## config.mk

```make
export PLATFORM = sky130hd
export DESIGN_NAME = chl_loader
export DESIGN_NICKNAME = d
export VERILOG_FILES = /design/src/verilog/chl_loader.v /design/src/verilog/chl_fifo.v /design/src/verilog/chl_lamp_sel.v
export VERILOG_INCLUDE_DIRS = /design/src /design/src/inc
export SDC_FILE = /design/constraint.sdc
export NUM_CORES = 1
export LEC_CHECK = 0
export BUFFER_PORTS_ARGS = -buffer_cell sky130_fd_sc_hd__buf_2
export CAP_MARGIN = 20
export CORE_ASPECT_RATIO = 0.8
export CORE_UTILIZATION = 45
export DETAILED_ROUTE_END_ITERATION = 8
export HOLD_SLACK_MARGIN = 0.03
export MAX_ROUTING_LAYER = met4
export PLACE_DENSITY = 0.74
export SLEW_MARGIN = 40
export SYNTH_ARGS = -nofsm -noshare
export SYNTH_HDL_FRONTEND = slang
export SYNTH_SLANG_ARGS = --single-unit
export TNS_END_PERCENT = 50
```

## constraint.sdc

```tcl
create_clock -name clk -period 7.5 [get_ports clk]
set_input_delay 0.375 -clock clk [delete_from_list [all_inputs] [get_ports clk]]
set_output_delay 0.375 -clock clk [all_outputs]
set_load 0.01 [all_outputs]
```

## src/inc/chl_map.vh

```
// Constants of the console hardware loader: character codes, forced
// instruction words, reset values and the digit field of the character code.
// Assumes 7-bit character codes; the eighth bit is ignored by the loader.
`ifndef CHL_MAP_VH
`define CHL_MAP_VH

// Character codes seen by the loader
`define CHL_CH_ZERO      7'h30
`define CHL_CH_SEVEN     7'h37
`define CHL_CH_SLASH     7'h2f
`define CHL_CH_COLON     7'h3a
`define CHL_CH_CR        7'h0d
`define CHL_CH_DOLLAR    7'h24
`define CHL_CH_AT        7'h40
`define CHL_CH_BANG      7'h21

// Character classes returned by the decode function
`define CHL_CL_ILLEGAL   3'h0
`define CHL_CL_DIGIT     3'h1
`define CHL_CL_SLASH     3'h2
`define CHL_CL_COLON     3'h3
`define CHL_CL_CR        3'h4
`define CHL_CL_DOLLAR    3'h5
`define CHL_CL_AT        3'h6
`define CHL_CL_BANG      3'h7

// Forced input/output transfer instruction, octal 161402 and 161422
`define CHL_XFER_TERMINAL 16'he302
`define CHL_XFER_TAPE     16'he312

// Reset values
`define CHL_WORD_RST     16'h0000
`define CHL_SEL_RST      4'h0

// Digit field of the character code
`define CHL_DIGIT_LSB    0
`define CHL_DIGIT_MSB    2

`endif

```

## src/verilog/chl_loader.v

```verilog
// Console hardware loader: octal assembly of words from the operator
// terminal or the tape reader while the processor is halted.
// Assumes character sources, memory and processor all run on clk;
// the selector switch is a panel pin and is synchronised in the lamp selector.
`timescale 1ns/1ns
`default_nettype none
`include "chl_map.vh"

module chl_loader #(
    parameter NREG       = 11,
    parameter FIFO_DEPTH = 8,
    parameter FIFO_AW    = 3
) (
    input  wire               clk,
    input  wire               sys_rst,
    input  wire               halted,
    input  wire [7:0]         term_data,
    input  wire               term_valid,
    output wire               term_ready,
    input  wire [7:0]         tape_data,
    input  wire               tape_valid,
    output wire               tape_ready,
    output reg                mem_req,
    output reg                mem_we,
    output reg  [15:0]        mem_addr,
    output reg  [15:0]        mem_wdata,
    input  wire [15:0]        mem_rdata,
    input  wire               mem_ack,
    output reg                pc_load,
    output reg  [15:0]        pc_value,
    output reg                start_run,
    output reg                tape_lamp,
    output reg                ir_force,
    output reg  [15:0]        io_transfer_instruction,
    output reg  [15:0]        holding,
    output reg                illegal_char,
    input  wire [3:0]         sel_switch,
    input  wire [NREG*16-1:0] reg_bank,
    output wire [15:0]        lamp
);
    // One-hot states of the command sequencer
    localparam ST_IDLE  = 3'b001;
    localparam ST_READ  = 3'b010;
    localparam ST_WRITE = 3'b100;

    reg  [2:0]  state_reg;
    reg  [2:0]  state_next;
    reg         halted_d_reg;
    reg         digit_seen_reg;
    reg         digit_seen_next;
    reg         tape_mode_next;
    reg  [15:0] hold_next;
    reg  [15:0] mar_next;
    reg         req_next;
    reg         we_next;
    reg  [15:0] wdata_next;
    reg         pc_load_next;
    reg  [15:0] pc_value_next;
    reg         illegal_next;

    wire        stop_entry;
    wire        active;
    wire [7:0]  src_data;
    wire        src_valid;
    wire        fifo_in_ready;
    wire [7:0]  ch_data;
    wire        ch_valid;
    wire        ch_pop;
    wire [2:0]  ch_class;

    // Classify a 7-bit character; '!' counts only while reading tape
    function [2:0] chl_classify;
        input [6:0] ch;
        input       from_tape;
        begin
            if (ch >= `CHL_CH_ZERO && ch <= `CHL_CH_SEVEN) begin
                chl_classify = `CHL_CL_DIGIT;
            end else if (ch == `CHL_CH_SLASH) begin
                chl_classify = `CHL_CL_SLASH;
            end else if (ch == `CHL_CH_COLON) begin
                chl_classify = `CHL_CL_COLON;
            end else if (ch == `CHL_CH_CR) begin
                chl_classify = `CHL_CL_CR;
            end else if (ch == `CHL_CH_DOLLAR) begin
                chl_classify = `CHL_CL_DOLLAR;
            end else if (ch == `CHL_CH_AT) begin
                chl_classify = `CHL_CL_AT;
            end else if (ch == `CHL_CH_BANG && from_tape) begin
                chl_classify = `CHL_CL_BANG;
            end else begin
                chl_classify = `CHL_CL_ILLEGAL;
            end
        end
    endfunction

    // forced word
    // Decoded in one place so the word matches the tape lamp whenever halted
    function [15:0] chl_xfer_word;
        input from_tape;
        begin
            if (from_tape) begin
                chl_xfer_word = `CHL_XFER_TAPE;
            end else begin
                chl_xfer_word = `CHL_XFER_TERMINAL;
            end
        end
    endfunction

    // halted only
    // Stop-mode edge; the loader stays idle in the entry cycle so that
    // the source reset below wins over any character taken then.
    assign stop_entry = halted & ~halted_d_reg;
    assign active     = halted & halted_d_reg;

    // source select
    // Only the selected source sees ready; the other one is held off.
    assign src_data   = tape_lamp ? tape_data : term_data;
    assign src_valid  = active & (tape_lamp ? tape_valid : term_valid);
    assign term_ready = active & ~tape_lamp & fifo_in_ready;
    assign tape_ready = active & tape_lamp & fifo_in_ready;

    // Characters queue here; the sequencer stalls them during memory cycles
    // Eight entries hold a full word of digits typed during a slow memory cycle
    chl_fifo #(
        .WIDTH    (8),
        .DEPTH    (FIFO_DEPTH),
        .AW       (FIFO_AW)
    ) chl_fifo_inst (
        .clk      (clk),
        .sys_rst  (sys_rst),
        .in_data  (src_data),
        .in_valid (src_valid),
        .in_ready (fifo_in_ready),
        .out_data (ch_data),
        .out_valid(ch_valid),
        .out_ready(ch_pop)
    );

    // The sequencer takes one character per cycle only when idle
    // Popping outside idle would lose the character behind a memory cycle
    assign ch_pop   = ch_valid & active & (state_reg == ST_IDLE);
    assign ch_class = chl_classify(ch_data[6:0], tape_lamp);

    // Next-state and datapath decisions
    // Defaults hold every register except the pulses, which default to zero, so no path leaves a latch behind
    always @* begin
        state_next      = state_reg;
        digit_seen_next = digit_seen_reg;
        tape_mode_next  = tape_lamp;
        hold_next       = holding;
        mar_next        = mem_addr;
        req_next        = mem_req;
        we_next         = mem_we;
        wdata_next      = mem_wdata;
        pc_load_next    = 1'b0;
        pc_value_next   = pc_value;
        illegal_next    = 1'b0;
        case (state_reg)
            ST_IDLE: begin
                if (ch_pop) begin
                    case (ch_class)
                        `CHL_CL_DIGIT: begin
                            hold_next = {holding[12:0],
                                         ch_data[`CHL_DIGIT_MSB:`CHL_DIGIT_LSB]};
                            digit_seen_next = 1'b1;
                        end
                        `CHL_CL_SLASH: begin
                            mar_next   = holding;
                            req_next   = 1'b1;
                            we_next    = 1'b0;
                            state_next = ST_READ;
                        end
                        `CHL_CL_COLON: begin
                            pc_value_next = holding;
                            pc_load_next  = 1'b1;
                        end
                        `CHL_CL_CR: begin
                            if (digit_seen_reg) begin
                                req_next        = 1'b1;
                                we_next         = 1'b1;
                                wdata_next      = holding;
                                digit_seen_next = 1'b0;
                                state_next      = ST_WRITE;
                            end
                        end
                        `CHL_CL_DOLLAR: begin
                            tape_mode_next = 1'b1;
                        end
                        `CHL_CL_AT: begin
                            tape_mode_next = 1'b0;
                        end
                        `CHL_CL_BANG: begin
                            tape_mode_next = 1'b0;
                        end
                        default: begin
                            illegal_next = 1'b1;
                        end
                    endcase
                end
            end
            ST_READ: begin
                if (mem_ack) begin
                    hold_next  = mem_rdata;
                    req_next   = 1'b0;
                    state_next = ST_IDLE;
                end
            end
            ST_WRITE: begin
                if (mem_ack) begin
                    mar_next   = mem_addr + 16'h0001;
                    req_next   = 1'b0;
                    we_next    = 1'b0;
                    state_next = ST_IDLE;
                end
            end
            default: begin
                state_next = ST_IDLE;
                req_next   = 1'b0;
                we_next    = 1'b0;
            end
        endcase
        if (stop_entry) begin
            tape_mode_next  = 1'b0;
            digit_seen_next = 1'b0;
        end
    end

    // Sequencer state and holding word
    always @(posedge clk) begin
        if (sys_rst) begin
            state_reg      <= ST_IDLE;
            halted_d_reg   <= 1'b0;
            digit_seen_reg <= 1'b0;
            holding        <= `CHL_WORD_RST;
        end else begin
            state_reg      <= state_next;
            halted_d_reg   <= halted;
            digit_seen_reg <= digit_seen_next;
            holding        <= hold_next;
        end
    end

    // Memory request registers
    // All four load on the same edge from one decision, so a request is never torn
    always @(posedge clk) begin
        if (sys_rst) begin
            mem_addr  <= `CHL_WORD_RST;
            mem_req   <= 1'b0;
            mem_we    <= 1'b0;
            mem_wdata <= `CHL_WORD_RST;
        end else begin
            mem_addr  <= mar_next;
            mem_req   <= req_next;
            mem_we    <= we_next;
            mem_wdata <= wdata_next;
        end
    end

    // Run control and error pulses
    // Each pulse lasts one cycle; the processor must latch start_run itself
    always @(posedge clk) begin
        if (sys_rst) begin
            pc_load      <= 1'b0;
            pc_value     <= `CHL_WORD_RST;
            start_run    <= 1'b0;
            illegal_char <= 1'b0;
        end else begin
            pc_load      <= pc_load_next;
            pc_value     <= pc_value_next;
            start_run    <= pc_load_next;
            illegal_char <= illegal_next;
        end
    end

    // clear drops tape
    // System clear and stop entry both reset it; each returns to the terminal.
    always @(posedge clk) begin
        if (sys_rst) begin
            tape_lamp <= 1'b0;
        end else begin
            tape_lamp <= tape_mode_next;
        end
    end

    // forced instruction
    // The word follows the source in the same cycle as tape_lamp; it is zero when running.
    always @(posedge clk) begin
        if (sys_rst) begin
            ir_force                <= 1'b0;
            io_transfer_instruction <= `CHL_WORD_RST;
        end else if (halted) begin
            ir_force                <= 1'b1;
            io_transfer_instruction <= chl_xfer_word(tape_mode_next);
        end else begin
            ir_force                <= 1'b0;
            io_transfer_instruction <= `CHL_WORD_RST;
        end
    end

    // lamp display
    // The selector synchronises the panel switch on its own
    chl_lamp_sel #(
        .NREG      (NREG)
    ) chl_lamp_sel_inst (
        .clk       (clk),
        .sys_rst   (sys_rst),
        .sel_switch(sel_switch),
        .reg_bank  (reg_bank),
        .lamp      (lamp)
    );
endmodule

`default_nettype wire

```

## src/verilog/chl_fifo.v

```verilog
// Character FIFO between the selected source and the interpreter.
// Assumes both sides on clk; synchronous active-high reset.
`timescale 1ns/1ns
`default_nettype none

module chl_fifo #(
    parameter WIDTH = 8,
    parameter DEPTH = 8,
    parameter AW    = 3
) (
    input  wire             clk,
    input  wire             sys_rst,
    input  wire [WIDTH-1:0] in_data,
    input  wire             in_valid,
    output wire             in_ready,
    output wire [WIDTH-1:0] out_data,
    output wire             out_valid,
    input  wire             out_ready
);
    reg  [WIDTH-1:0] mem_reg [0:DEPTH-1];
    reg  [AW-1:0]    wr_ptr_reg;
    reg  [AW-1:0]    rd_ptr_reg;
    reg  [AW:0]      count_reg;
    wire             push;
    wire             pop;

    // Full and empty come straight from the occupancy count
    assign in_ready  = (count_reg != DEPTH[AW:0]);
    assign out_valid = (count_reg != {(AW+1){1'b0}});
    assign out_data  = mem_reg[rd_ptr_reg];
    assign push      = in_valid & in_ready;
    assign pop       = out_valid & out_ready;

    // Storage has no reset; only the pointers and the count need a defined value
    always @(posedge clk) begin
        if (push) begin
            mem_reg[wr_ptr_reg] <= in_data;
        end
    end

    // Pointers wrap on DEPTH, which must be a power of two
    always @(posedge clk) begin
        if (sys_rst) begin
            wr_ptr_reg <= {AW{1'b0}};
            rd_ptr_reg <= {AW{1'b0}};
            count_reg  <= {(AW+1){1'b0}};
        end else begin
            if (push) begin
                wr_ptr_reg <= wr_ptr_reg + 1'b1;
            end
            if (pop) begin
                rd_ptr_reg <= rd_ptr_reg + 1'b1;
            end
            if (push & ~pop) begin
                count_reg <= count_reg + 1'b1;
            end else if (pop & ~push) begin
                count_reg <= count_reg - 1'b1;
            end
        end
    end
endmodule

`default_nettype wire

```

## src/verilog/chl_lamp_sel.v

```verilog
// Indicator lamp selector: picks one processor register by switch position.
// Assumes the switch is asynchronous and the registers are on clk.
`timescale 1ns/1ns
`default_nettype none
`include "chl_map.vh"

module chl_lamp_sel #(
    parameter NREG = 11
) (
    input  wire               clk,
    input  wire               sys_rst,
    input  wire [3:0]         sel_switch,
    input  wire [NREG*16-1:0] reg_bank,
    output reg  [15:0]        lamp
);
    reg  [3:0] sel_meta_reg;
    reg  [3:0] sel_sync_reg;

    // Two-stage synchroniser for the panel switch
    always @(posedge clk) begin
        if (sys_rst) begin
            sel_meta_reg <= `CHL_SEL_RST;
            sel_sync_reg <= `CHL_SEL_RST;
        end else begin
            sel_meta_reg <= sel_switch;
            sel_sync_reg <= sel_meta_reg;
        end
    end

    // Unused switch positions show dark lamps
    always @(posedge clk) begin
        if (sys_rst) begin
            lamp <= `CHL_WORD_RST;
        end else if (sel_sync_reg < NREG) begin
            lamp <= reg_bank[sel_sync_reg*16 +: 16];
        end else begin
            lamp <= `CHL_WORD_RST;
        end
    end
endmodule

`default_nettype wire

```

==> flow_metrics.py, run 1 <==
metrics = {
    "run_status": {
        "status": "completed",
    },
    "detailed_routing": {
        "post_drt_via_cell_ratio": 5.53,
        "drc": 0,
        "first_pass_iters": 5,
        "drtIter0Drc": 808,
        "vias": 7581,
        "drt_wl_total_mm": 26.5,
        "post_drt_wl_per_cell_um": 19.3,
        "antenna_left": 0,
    },
    "logic_synthesis": {
        "yosys.area_share.simple": 0.139,
        "synthTopCellsByArea": "dfxtp_1 26%, edfxtp_1 20%, mux4_2 11%",
        "yosysTopAreaCellShare": 0.264,
        "synth_most_common_cell": "nor2_1",
        "synthXorXnorAreaFrac": 0.00716,
        "synth.avg_cell_area_um2": 10.4,
        "ys_warn_count": 0,
        "synth_adder_area_share": 0.0111,
        "synth_top_family_by_area": "multiplexers",
        "yosys-top-cells-count": "134 x nor2_1, 113 x dfxtp_1, 63 x a21oi_1",
        "synth_seq_cells": 169,
        "synth_edf_count": 56,
        "seq_area_frac_synth": 0.460,
        "ys_types": 61,
        "ys.flop_type": "dfxtp_1",
        "async_flop_share": 0,
        "synth_compound_area_frac": 0.137,
        "netlist_area_mm2": 0.00857,
        "synth_cells": 825,
        "yosysTopAreaCell": "dfxtp_1",
        "synthMuxAreaShare": 0.199,
    },
    "clock_tree": {
        "clk_pin_slew_worst_paths_ns": 0.07,
        "clkLatencyLatePin_ns": 0.43,
        "h-tree-depth": 4,
        "hold_buffers": 0,
        "clock_sinks": 169,
        "clockBufferDepth": 2,
        "cts_buffers": 17,
        "cts_tree": "built",
        "cts_root_buffer": "clkbuf_16",
        "cts_setup_buffers": 0,
        "post_cts_resized": 0,
    },
    "critical_path": {
        "critical_path_class": "flop to flop",
        "cpPeakStageDelay_ns": 0.85,
        "worst_ep_required_time_ns": 7.83,
        "cp-start-kind": "flop",
        "rr_worst_depth": 8,
        "critPathArrivalTime_ns": 4.13,
        "path_max_fanout": 16,
        "crit_slowest_cell": "dfxtp_1",
        "end_kind": "flop",
        "path_cells": "mux4_2 > mux2i_1 > a2111oi_0 > o21a_1 > or4_4 > nor3_4 > a22oi_1 > a221oi_1",
        "crit_buf_inv": 0,
        "critPathTopFamily": "simple AND/OR/NAND/NOR gates",
        "r2r_slack_ns": 3.69,
        "r2r_end": "holding[2]",
    },
    "timing": {
        "whs_ns": 0.156,
        "tightest_slew_ns": 0.835,
        "finalCritPeriodShare": 0.508,
        "skew_ns": 0.0118,
        "worst_slack_ns": 3.69,
        "finalHoldViolations": 0,
        "period_needed_ns": 3.81,
        "rsz0062_at_grt": "false",
        "finalSetupViolations": 0,
        "slew_headroom": 0.441,
        "setup_tns_ns": 0,
        "fmax_mhz": 263,
        "drv_slew": 0,
    },
    "cells_and_area": {
        "largest_reg_flops": 56,
        "final_layout_size_suffix_gt1_frac": 0.391,
        "area_delta_synth_final_pct": 26.6,
        "final_nets": 1323,
        "fin_area_mm2": 0.0108,
    },
    "floorplan": {
        "die_y_um": 125,
        "die_w_um": 156,
        "start_util": 0.466,
        "rows": 44,
        "ios": 323,
        "core_mm2": 0.0184,
        "dieArea_mm2": 0.0196,
    },
    "global_routing": {
        "grt_pass1_wl_mm": 39.2,
        "grt_max_degree": 96,
        "use_met1": 0.343,
        "overflow": 0,
        "use_met2": 0.447,
        "grt_busiest_layer": "met2",
        "grt_pass1_vias": 6899,
        "track_usage": 0.279,
        "grtUsageMet3": 0.0756,
        "antenna_found_initial": 7,
    },
    "hold_path": {
        "hold_start": "sel_switch[0]",
        "hold_path_class": "primary input to flop",
        "hold_depth": 2,
        "whs_endpoint": "chl_lamp_sel_inst.sel_meta_reg[0]",
    },
    "placement": {
        "place_ws_ns": 3.54,
        "placed_cell_area_mm2": 0.0102,
        "dp_hpwl_mm": 19.9,
        "gp_congestion": 0.907,
        "port-buffer-count": 311,
    },
    "flow_run": {
        "maxCapViolCount": 0,
    },
    "power_and_ir_drop": {
        "power_density_mw_per_mm2": 190,
        "vdd_drop_max_mv": 0.108,
        "power_mw": 2.06,
        "p_leak_nw": 4.66,
    },
}
through the flow:
| step | cells | util |
|---|---|---|
| global placement | 1331 | 0.553 |
| CTS | 1363 | 0.588 |
| finish | 1371 | 0.590 |
| floorplan | 833 | - |
| global route | 1370 | 0.590 |
| detailed placement | 1331 | 0.555 |
report_power, final:
part,leakage [nW],internal [mW],switching (mW)
sequential,1.42,0.958,0.0115
combinational,2.95,0.105,0.102
clock,0.293,0.466,0.418
cell families after synthesis:
group / count (synthesis)
and+or+nand+nor: 266
AOI/OAI and AO/OA: 182
DFF: 169
muxes: 113
buffers and inverters: 80
adders and majority gates: 7
xor gates and xnor gates: 7
other: 1
per-layer routing:
layer	wire length, um	vias up
li1	-	3574
met1	10700	3590
met2	12700	377
met3	2490	40
met4	551	0
met5	0	-
how the worst max path moves through the flow:
stage	end	from	cells after the start
2_1_floorplan	digit_seen_reg	flop	10
3_3_place_gp	holding[0]	flop	8
3_5_place_dp	holding[2]	flop	8
4_1_cts	holding[2]	flop	8
5_1_grt	holding[2]	flop	8
6_report	holding[2]	flop	8
placed cells by master (no fill, tap or decap), types with 11 or more instances in the layout:
master,n
a211oi_1,17
a21oi_1,62
a22oi_1,29
buf_2,310
clkbuf_16,18
dfxtp_1,109
edfxtp_1,56
mux2_2,11
mux2i_1,57
mux4_2,43
nand2_1,61
nor2_1,133
nor2b_1,14
o21ai_0,29
area by class of cell:
type | count | area, um^2
antenna | 7 | 17.5
clock buffer | 18 | 450
clock inverter | 14 | 151
fill | 1609 | 7540
inverter | 5 | 18.8
multi-input combinational | 584 | 4290
sequential | 169 | 3950
tap | 253 | 317
timing repair buffer | 321 | 1650
Power figures use the tool's default switching activity.
==> run 2: changes to the inputs <==
Settings changed: PLACE_DENSITY 0.74 to 0.77.
Clock period 7.5 ns to 3.2 ns, I/O delays scaled along.
==> run 2 against run 1 <==
Non-clock buffer count grew 38. Via count up 2.5%. Highest routed layer unchanged. Count of clock-buffer cells in the layout is 1 lower. Sequential power increased by 130%. Sequential share of layout area shrank 1.1 points. Setup slack got worse by 3.6 ns. First-iteration DRC count fell by 26%. Clock skew up 0.0017 ns. Maximum frequency grew 24%.
==> flow_metrics.py, run 2 (same netlist as run 1, synthesis figures left out) <==
metrics = {
    "clock_tree": {
        "cts_buffers": 17,
        "clockBufferDepth": 2,
        "cts_tree": "built",
        "clk_pin_slew_worst_paths_ns": 0.07,
        "h-tree-depth": 4,
        "clock_sinks": 169,
        "clkLatencyLatePin_ns": 0.43,
        "cts_root_buffer": "clkbuf_16",
        "cts_setup_buffers": 0,
    },
    "global_routing": {
        "grt_pass1_wl_mm": 40.5,
        "antenna_found_initial": 10,
        "track_usage": 0.285,
        "grt_max_degree": 52,
        "grt_pass1_vias": 7299,
        "overflow": 0,
    },
    "placement": {
        "port-buffer-count": 311,
        "place_inst": 1365,
        "gp_congestion": 0.894,
        "dp_hpwl_mm": 20.4,
    },
    "power_and_ir_drop": {
        "power_density_mw_per_mm2": 435,
        "pwr-share-seq": 0.467,
        "vdd_drop_max_mv": 0.316,
        "switchingPower_mw": 1.24,
        "p_leak_nw": 4.86,
        "p_sw_frac": 0.254,
        "power.internal_mw": 3.63,
        "power_frac_comb": 0.105,
        "pwr-share-clk": 0.429,
    },
    "critical_path": {
        "critPathTopFamily": "simple AND/OR/NAND/NOR gates",
        "r2r_end": "holding[4]",
        "critPathArrivalTime_ns": 3.43,
        "crit_end": "holding[4]",
        "path_max_fanout": 11,
        "worst_ep_required_time_ns": 3.55,
        "crit_slowest_cell": "or4_4",
        "worst-path-stages": 11,
        "critical_path_class": "flop to flop",
        "r2r_slack_ns": 0.12,
        "cpMostUsedCell": "buf_4",
        "crit_buf_inv": 3,
        "cpPeakStageDelay_ns": 0.53,
        "cp-start-kind": "flop",
        "rr_worst_depth": 11,
        "end_kind": "flop",
        "path_cells": "buf_4 > buf_4 > mux4_2 > mux2i_1 > a2111oi_0 > o21a_1 > or4_4 > nor3_4 > buf_4 > a22oi_1 > a21oi_1",
    },
    "floorplan": {
        "ios": 323,
        "rows": 44,
        "dieArea_mm2": 0.0196,
        "core_mm2": 0.0184,
        "die_y_um": 125,
        "die_w_um": 156,
        "start_util": 0.466,
    },
    "detailed_routing": {
        "antenna_left": 0,
        "post_drt_via_cell_ratio": 5.50,
        "drc": 0,
        "drt_wl_total_mm": 26.8,
        "drtIter0Drc": 599,
        "post_drt_wl_per_cell_um": 19.0,
        "vias": 7773,
        "first_pass_iters": 6,
    },
    "cells_and_area": {
        "final_layout_size_suffix_gt1_frac": 0.404,
        "layout_common_cells": "310 x buf_2, 133 x nor2_1, 109 x dfxtp_1",
        "final_cells": 1412,
        "final_nets": 1361,
        "area_delta_synth_final_pct": 30.5,
        "post-route-util": 0.608,
        "fillers": 1546,
        "largest_reg_flops": 56,
        "final_common_cell": "buf_2",
    },
    "timing": {
        "slew_headroom": 0.474,
        "tightest_slew_ns": 0.786,
        "finalSetupViolations": 0,
        "period_needed_ns": 3.08,
        "skew_ns": 0.0135,
        "drv_slew": 0,
        "finalCritPeriodShare": 0.963,
        "finalHoldViolations": 0,
        "fmax_mhz": 324,
    },
    "run_status": {
        "status": "completed",
    },
    "flow_run": {
        "maxCapViolCount": 0,
    },
    "hold_path": {
        "hold_path_class": "primary input to flop",
    },
}
## run 2: cell types whose count changed in the layout (fill, tap and decap cells not counted), sizes merged
cell,before,now
inv,13,14
bufinv,0,1
clkbuf,18,17
clkinv,5,4
dlygate4sd3,0,5
buf,321,354
diode,7,10
## run 2: final cells by class
class	instances	area [um^2]	area share
antenna	10	25.0	0.00224
clock buffer	17	425	0.0380
multi-input combinational	584	4290	0.383
clock inverter	15	179	0.0160
sequential	169	3950	0.353
inverter	5	18.8	0.00168
timing repair buffer	359	1980	0.177
tap	253	317	0.0283
## run 2: how the worst min path moves through the flow
stage	startpoint	to	depth (start not counted)
2_1_floorplan	sys_rst	tape_lamp	1
3_3_place_gp	sel_switch[0]	chl_lamp_sel_inst.sel_meta_reg[0]	2
3_5_place_dp	sel_switch[2]	chl_lamp_sel_inst.sel_meta_reg[2]	2
4_1_cts	mem_rdata[13]	holding[13]	3
5_1_grt	mem_rdata[4]	holding[4]	3
6_report	mem_rdata[13]	holding[13]	3
## run 2: worst reg2reg max path, cell delays in order, from the launching register on
cell	delay [ns]
dfxtp_1	0.42
buf_4	0.20
buf_4	0.12
mux4_2	0.47
mux2i_1	0.25
a2111oi_0	0.14
o21a_1	0.16
or4_4	0.53
nor3_4	0.22
buf_4	0.24
a22oi_1	0.09
a21oi_1	0.16
## run 2: power groups by stage
| stage | clock network, mW | logic [mW] | registers, mW |
|---|---|---|---|
| 2_1_floorplan | 0 | 0.268 | 2.32 |
| 3_3_place_gp | 0 | 0.489 | 2.32 |
| 3_5_place_dp | 0 | 0.500 | 2.32 |
| 4_1_cts | 2.11 | 0.507 | 2.27 |
| 5_1_grt | 2.20 | 0.554 | 2.27 |
| 6_report | 2.08 | 0.509 | 2.27 |
## run 2: per-layer routing
| metal | wire length (um) | track usage | vias up |
|---|---|---|---|
| met3 | 2410 | 0.0735 | 61 |
| met1 | 10800 | 0.358 | 3692 |
| met2 | 12500 | 0.428 | 370 |
| met4 | 1050 | 0.133 | 0 |
| met5 | 0 | - | - |
| li1 | - | - | 3650 |
## run 2: stage by stage
stage          total power, mW  setup WS (ns)  hold WS (ns)  TNS, ns  instance area (um^2)
3_5_place_dp              2.82         0.0635         0.378        0                 10500
2_1_floorplan             2.58          0.248         0.262        0                  8600
4_1_cts                   4.89         0.0289        0.0326        0                 11100
6_report                  4.86          0.118        0.0523        0                 11200
5_1_grt                   5.03        -0.0290        0.0518  -0.0290                 11200
3_3_place_gp              2.81          0.110         0.367        0                 10500
## run 2: timing repair
action,4_1_cts,5_1_grt
hold buffers,5,0
endpoints found under the hold margin,6,0
setup endpoints to repair,1,25
gates resized for setup,1,7
pin swaps,0,2
==> run 3: changes to the inputs <==
Settings changed: SETUP_SLACK_MARGIN from default to 0.5.
==> run 3 against run 2 <==
Utilization up 1.2 points. Maximum frequency rose by 5.0%. Via count increased by 2.1%. First-iteration DRC count increased by 5.7%. Critical path depth shrank 3. Hold slack worse by 0.0038 ns. Total power is 2.4% higher. Final area up 1.9%. Clock skew increased by 0.0014 ns. Non-clock buffer count increased by 8. Register-to-register slack gained 0.15 ns. Critical path type unchanged. Largest cell class unchanged. Highest routed layer unchanged.
==> flow_metrics.py, run 3 (same netlist as run 1, synthesis figures left out) <==
metrics = {
    "run_status": {
        "status": "completed",
    },
    "power_and_ir_drop": {
        "power_density_mw_per_mm2": 437,
        "p_leak_nw": 4.95,
        "vdd_drop_max_mv": 0.278,
    },
    "critical_path": {
        "end_kind": "flop",
        "crit_slowest_cell": "or4_4",
        "worst_ep_required_time_ns": 3.53,
        "path_max_fanout": 5,
        "path_cells": "mux4_2 > mux2_4 > or4_4 > a211oi_4 > nor4_2 > nand2_1 > o21ai_0 > a221oi_1",
        "critPathArrivalTime_ns": 3.27,
        "cp-start-kind": "flop",
        "critical_path_class": "flop to flop",
        "cpPeakStageDelay_ns": 0.56,
    },
    "hold_path": {
        "hold_path_class": "primary input to flop",
        "hold_start": "mem_rdata[7]",
    },
    "floorplan": {
        "rows": 44,
        "dieArea_mm2": 0.0196,
        "ios": 323,
        "die_y_um": 125,
        "die_w_um": 156,
        "start_util": 0.466,
        "core_mm2": 0.0184,
    },
    "detailed_routing": {
        "first_pass_iters": 7,
        "post_drt_via_cell_ratio": 5.62,
        "antenna_left": 0,
        "vias": 7934,
        "drtIter0Drc": 633,
        "post_drt_wl_per_cell_um": 19.8,
        "drt_wl_total_mm": 27.9,
        "drc": 0,
    },
    "placement": {
        "gp_congestion": 0.900,
        "placed_cell_area_mm2": 0.0105,
        "dp_hpwl_mm": 20.6,
        "port-buffer-count": 311,
    },
    "timing": {
        "slew_headroom": 0.484,
        "skew_ns": 0.0149,
        "finalHoldViolations": 0,
        "rsz0062_at_grt": "true",
        "drv_slew": 0,
        "period_needed_ns": 2.94,
        "fmax_mhz": 341,
        "tightest_slew_ns": 0.775,
        "finalSetupViolations": 0,
        "setup_tns_ns": 0,
        "finalCritPeriodShare": 0.917,
    },
    "global_routing": {
        "grt_max_degree": 45,
        "grt_pass1_wl_mm": 41.1,
        "grt_pass1_vias": 7379,
        "antenna_found_initial": 4,
        "overflow": 0,
        "track_usage": 0.290,
    },
    "clock_tree": {
        "clock_sinks": 169,
        "h-tree-depth": 4,
        "cts_buffers": 17,
        "cts_root_buffer": "clkbuf_16",
        "clk_pin_slew_worst_paths_ns": 0.08,
        "clkLatencyLatePin_ns": 0.44,
        "clockBufferDepth": 2,
        "cts_tree": "built",
    },
    "cells_and_area": {
        "area_delta_synth_final_pct": 33.0,
        "layout_common_cells": "311 x buf_2, 131 x nor2_1, 108 x dfxtp_1",
        "final_nets": 1369,
        "post-route-util": 0.620,
        "largest_reg_flops": 56,
        "fillers": 1512,
        "final_common_cell": "buf_2",
        "final_layout_size_suffix_gt1_frac": 0.424,
        "fin_area_mm2": 0.0114,
    },
    "flow_run": {
        "maxCapViolCount": 0,
    },
}
==> run 3: per-layer routing <==
metal | vias up | wire [um] | track usage
met5 | - | 0 | -
met4 | 0 | 670 | 0.0888
met3 | 53 | 2060 | 0.0565
met2 | 388 | 13700 | 0.476
met1 | 3827 | 11500 | 0.359
li1 | 3666 | - | -
==> run 3: layout make-up <==
type | count | area (um^2) | share of cell area
diodes | 3 | 7.51 | 0.000659
multi-input cells | 584 | 4410 | 0.387
well taps | 253 | 317 | 0.0278
inverters | 5 | 18.8 | 0.00165
clock buffers | 20 | 489 | 0.0429
flip-flops and latches | 169 | 3960 | 0.347
repair buffers | 367 | 2060 | 0.181
clock inverters | 12 | 140 | 0.0123
==> run 3: power breakdown <==
group | switching (mW) | internal [mW] | total (mW) | leakage, nW
registers | 0.0290 | 2.24 | 2.27 | 1.42
clock network | 0.955 | 1.23 | 2.18 | 0.309
logic | 0.261 | 0.266 | 0.528 | 3.21
total | 1.24 | 3.73 | 4.98 | 4.95
==> run 3: repair_timing <==
item,in CTS,in global routing
pin swaps,13,5
buffers inserted,9,2
endpoints found under the setup margin,71,57
resized for setup,20,22
hold buffers,4,0
hold endpoints to repair,4,0
==> run 3: worst paths after layout <==
path / depth (start not counted) / to / slack [ns]
worst max-delay path: 8 / holding[0] / 0.26
worst min-delay path: 3 / holding[7] / 0.05
worst max register to register: 8 / holding[0] / 0.26
worst min register to register: 1 / chl_lamp_sel_inst.sel_sync_reg[3] / 0.44
==> run 3: through the flow <==
stage,power (mW),instances,setup WS (ns),hold slack [ns]
floorplan,2.58,833,0.327,0.262
global placement,2.81,1363,0.121,0.366
detailed placement,2.82,1363,0.0817,0.381
finish,4.98,1413,0.265,0.0485
CTS,4.99,1408,0.243,0.0403
global route,5.14,1413,0.174,0.0536
==> run 3: worst max-delay path: cells and delay by family, from the launching register on <==
kind / cells / cell delay [ns]
compound gates: 3 / 0.76
mux: 2 / 0.81
flops: 1 / 0.41
simple gates: 3 / 0.86
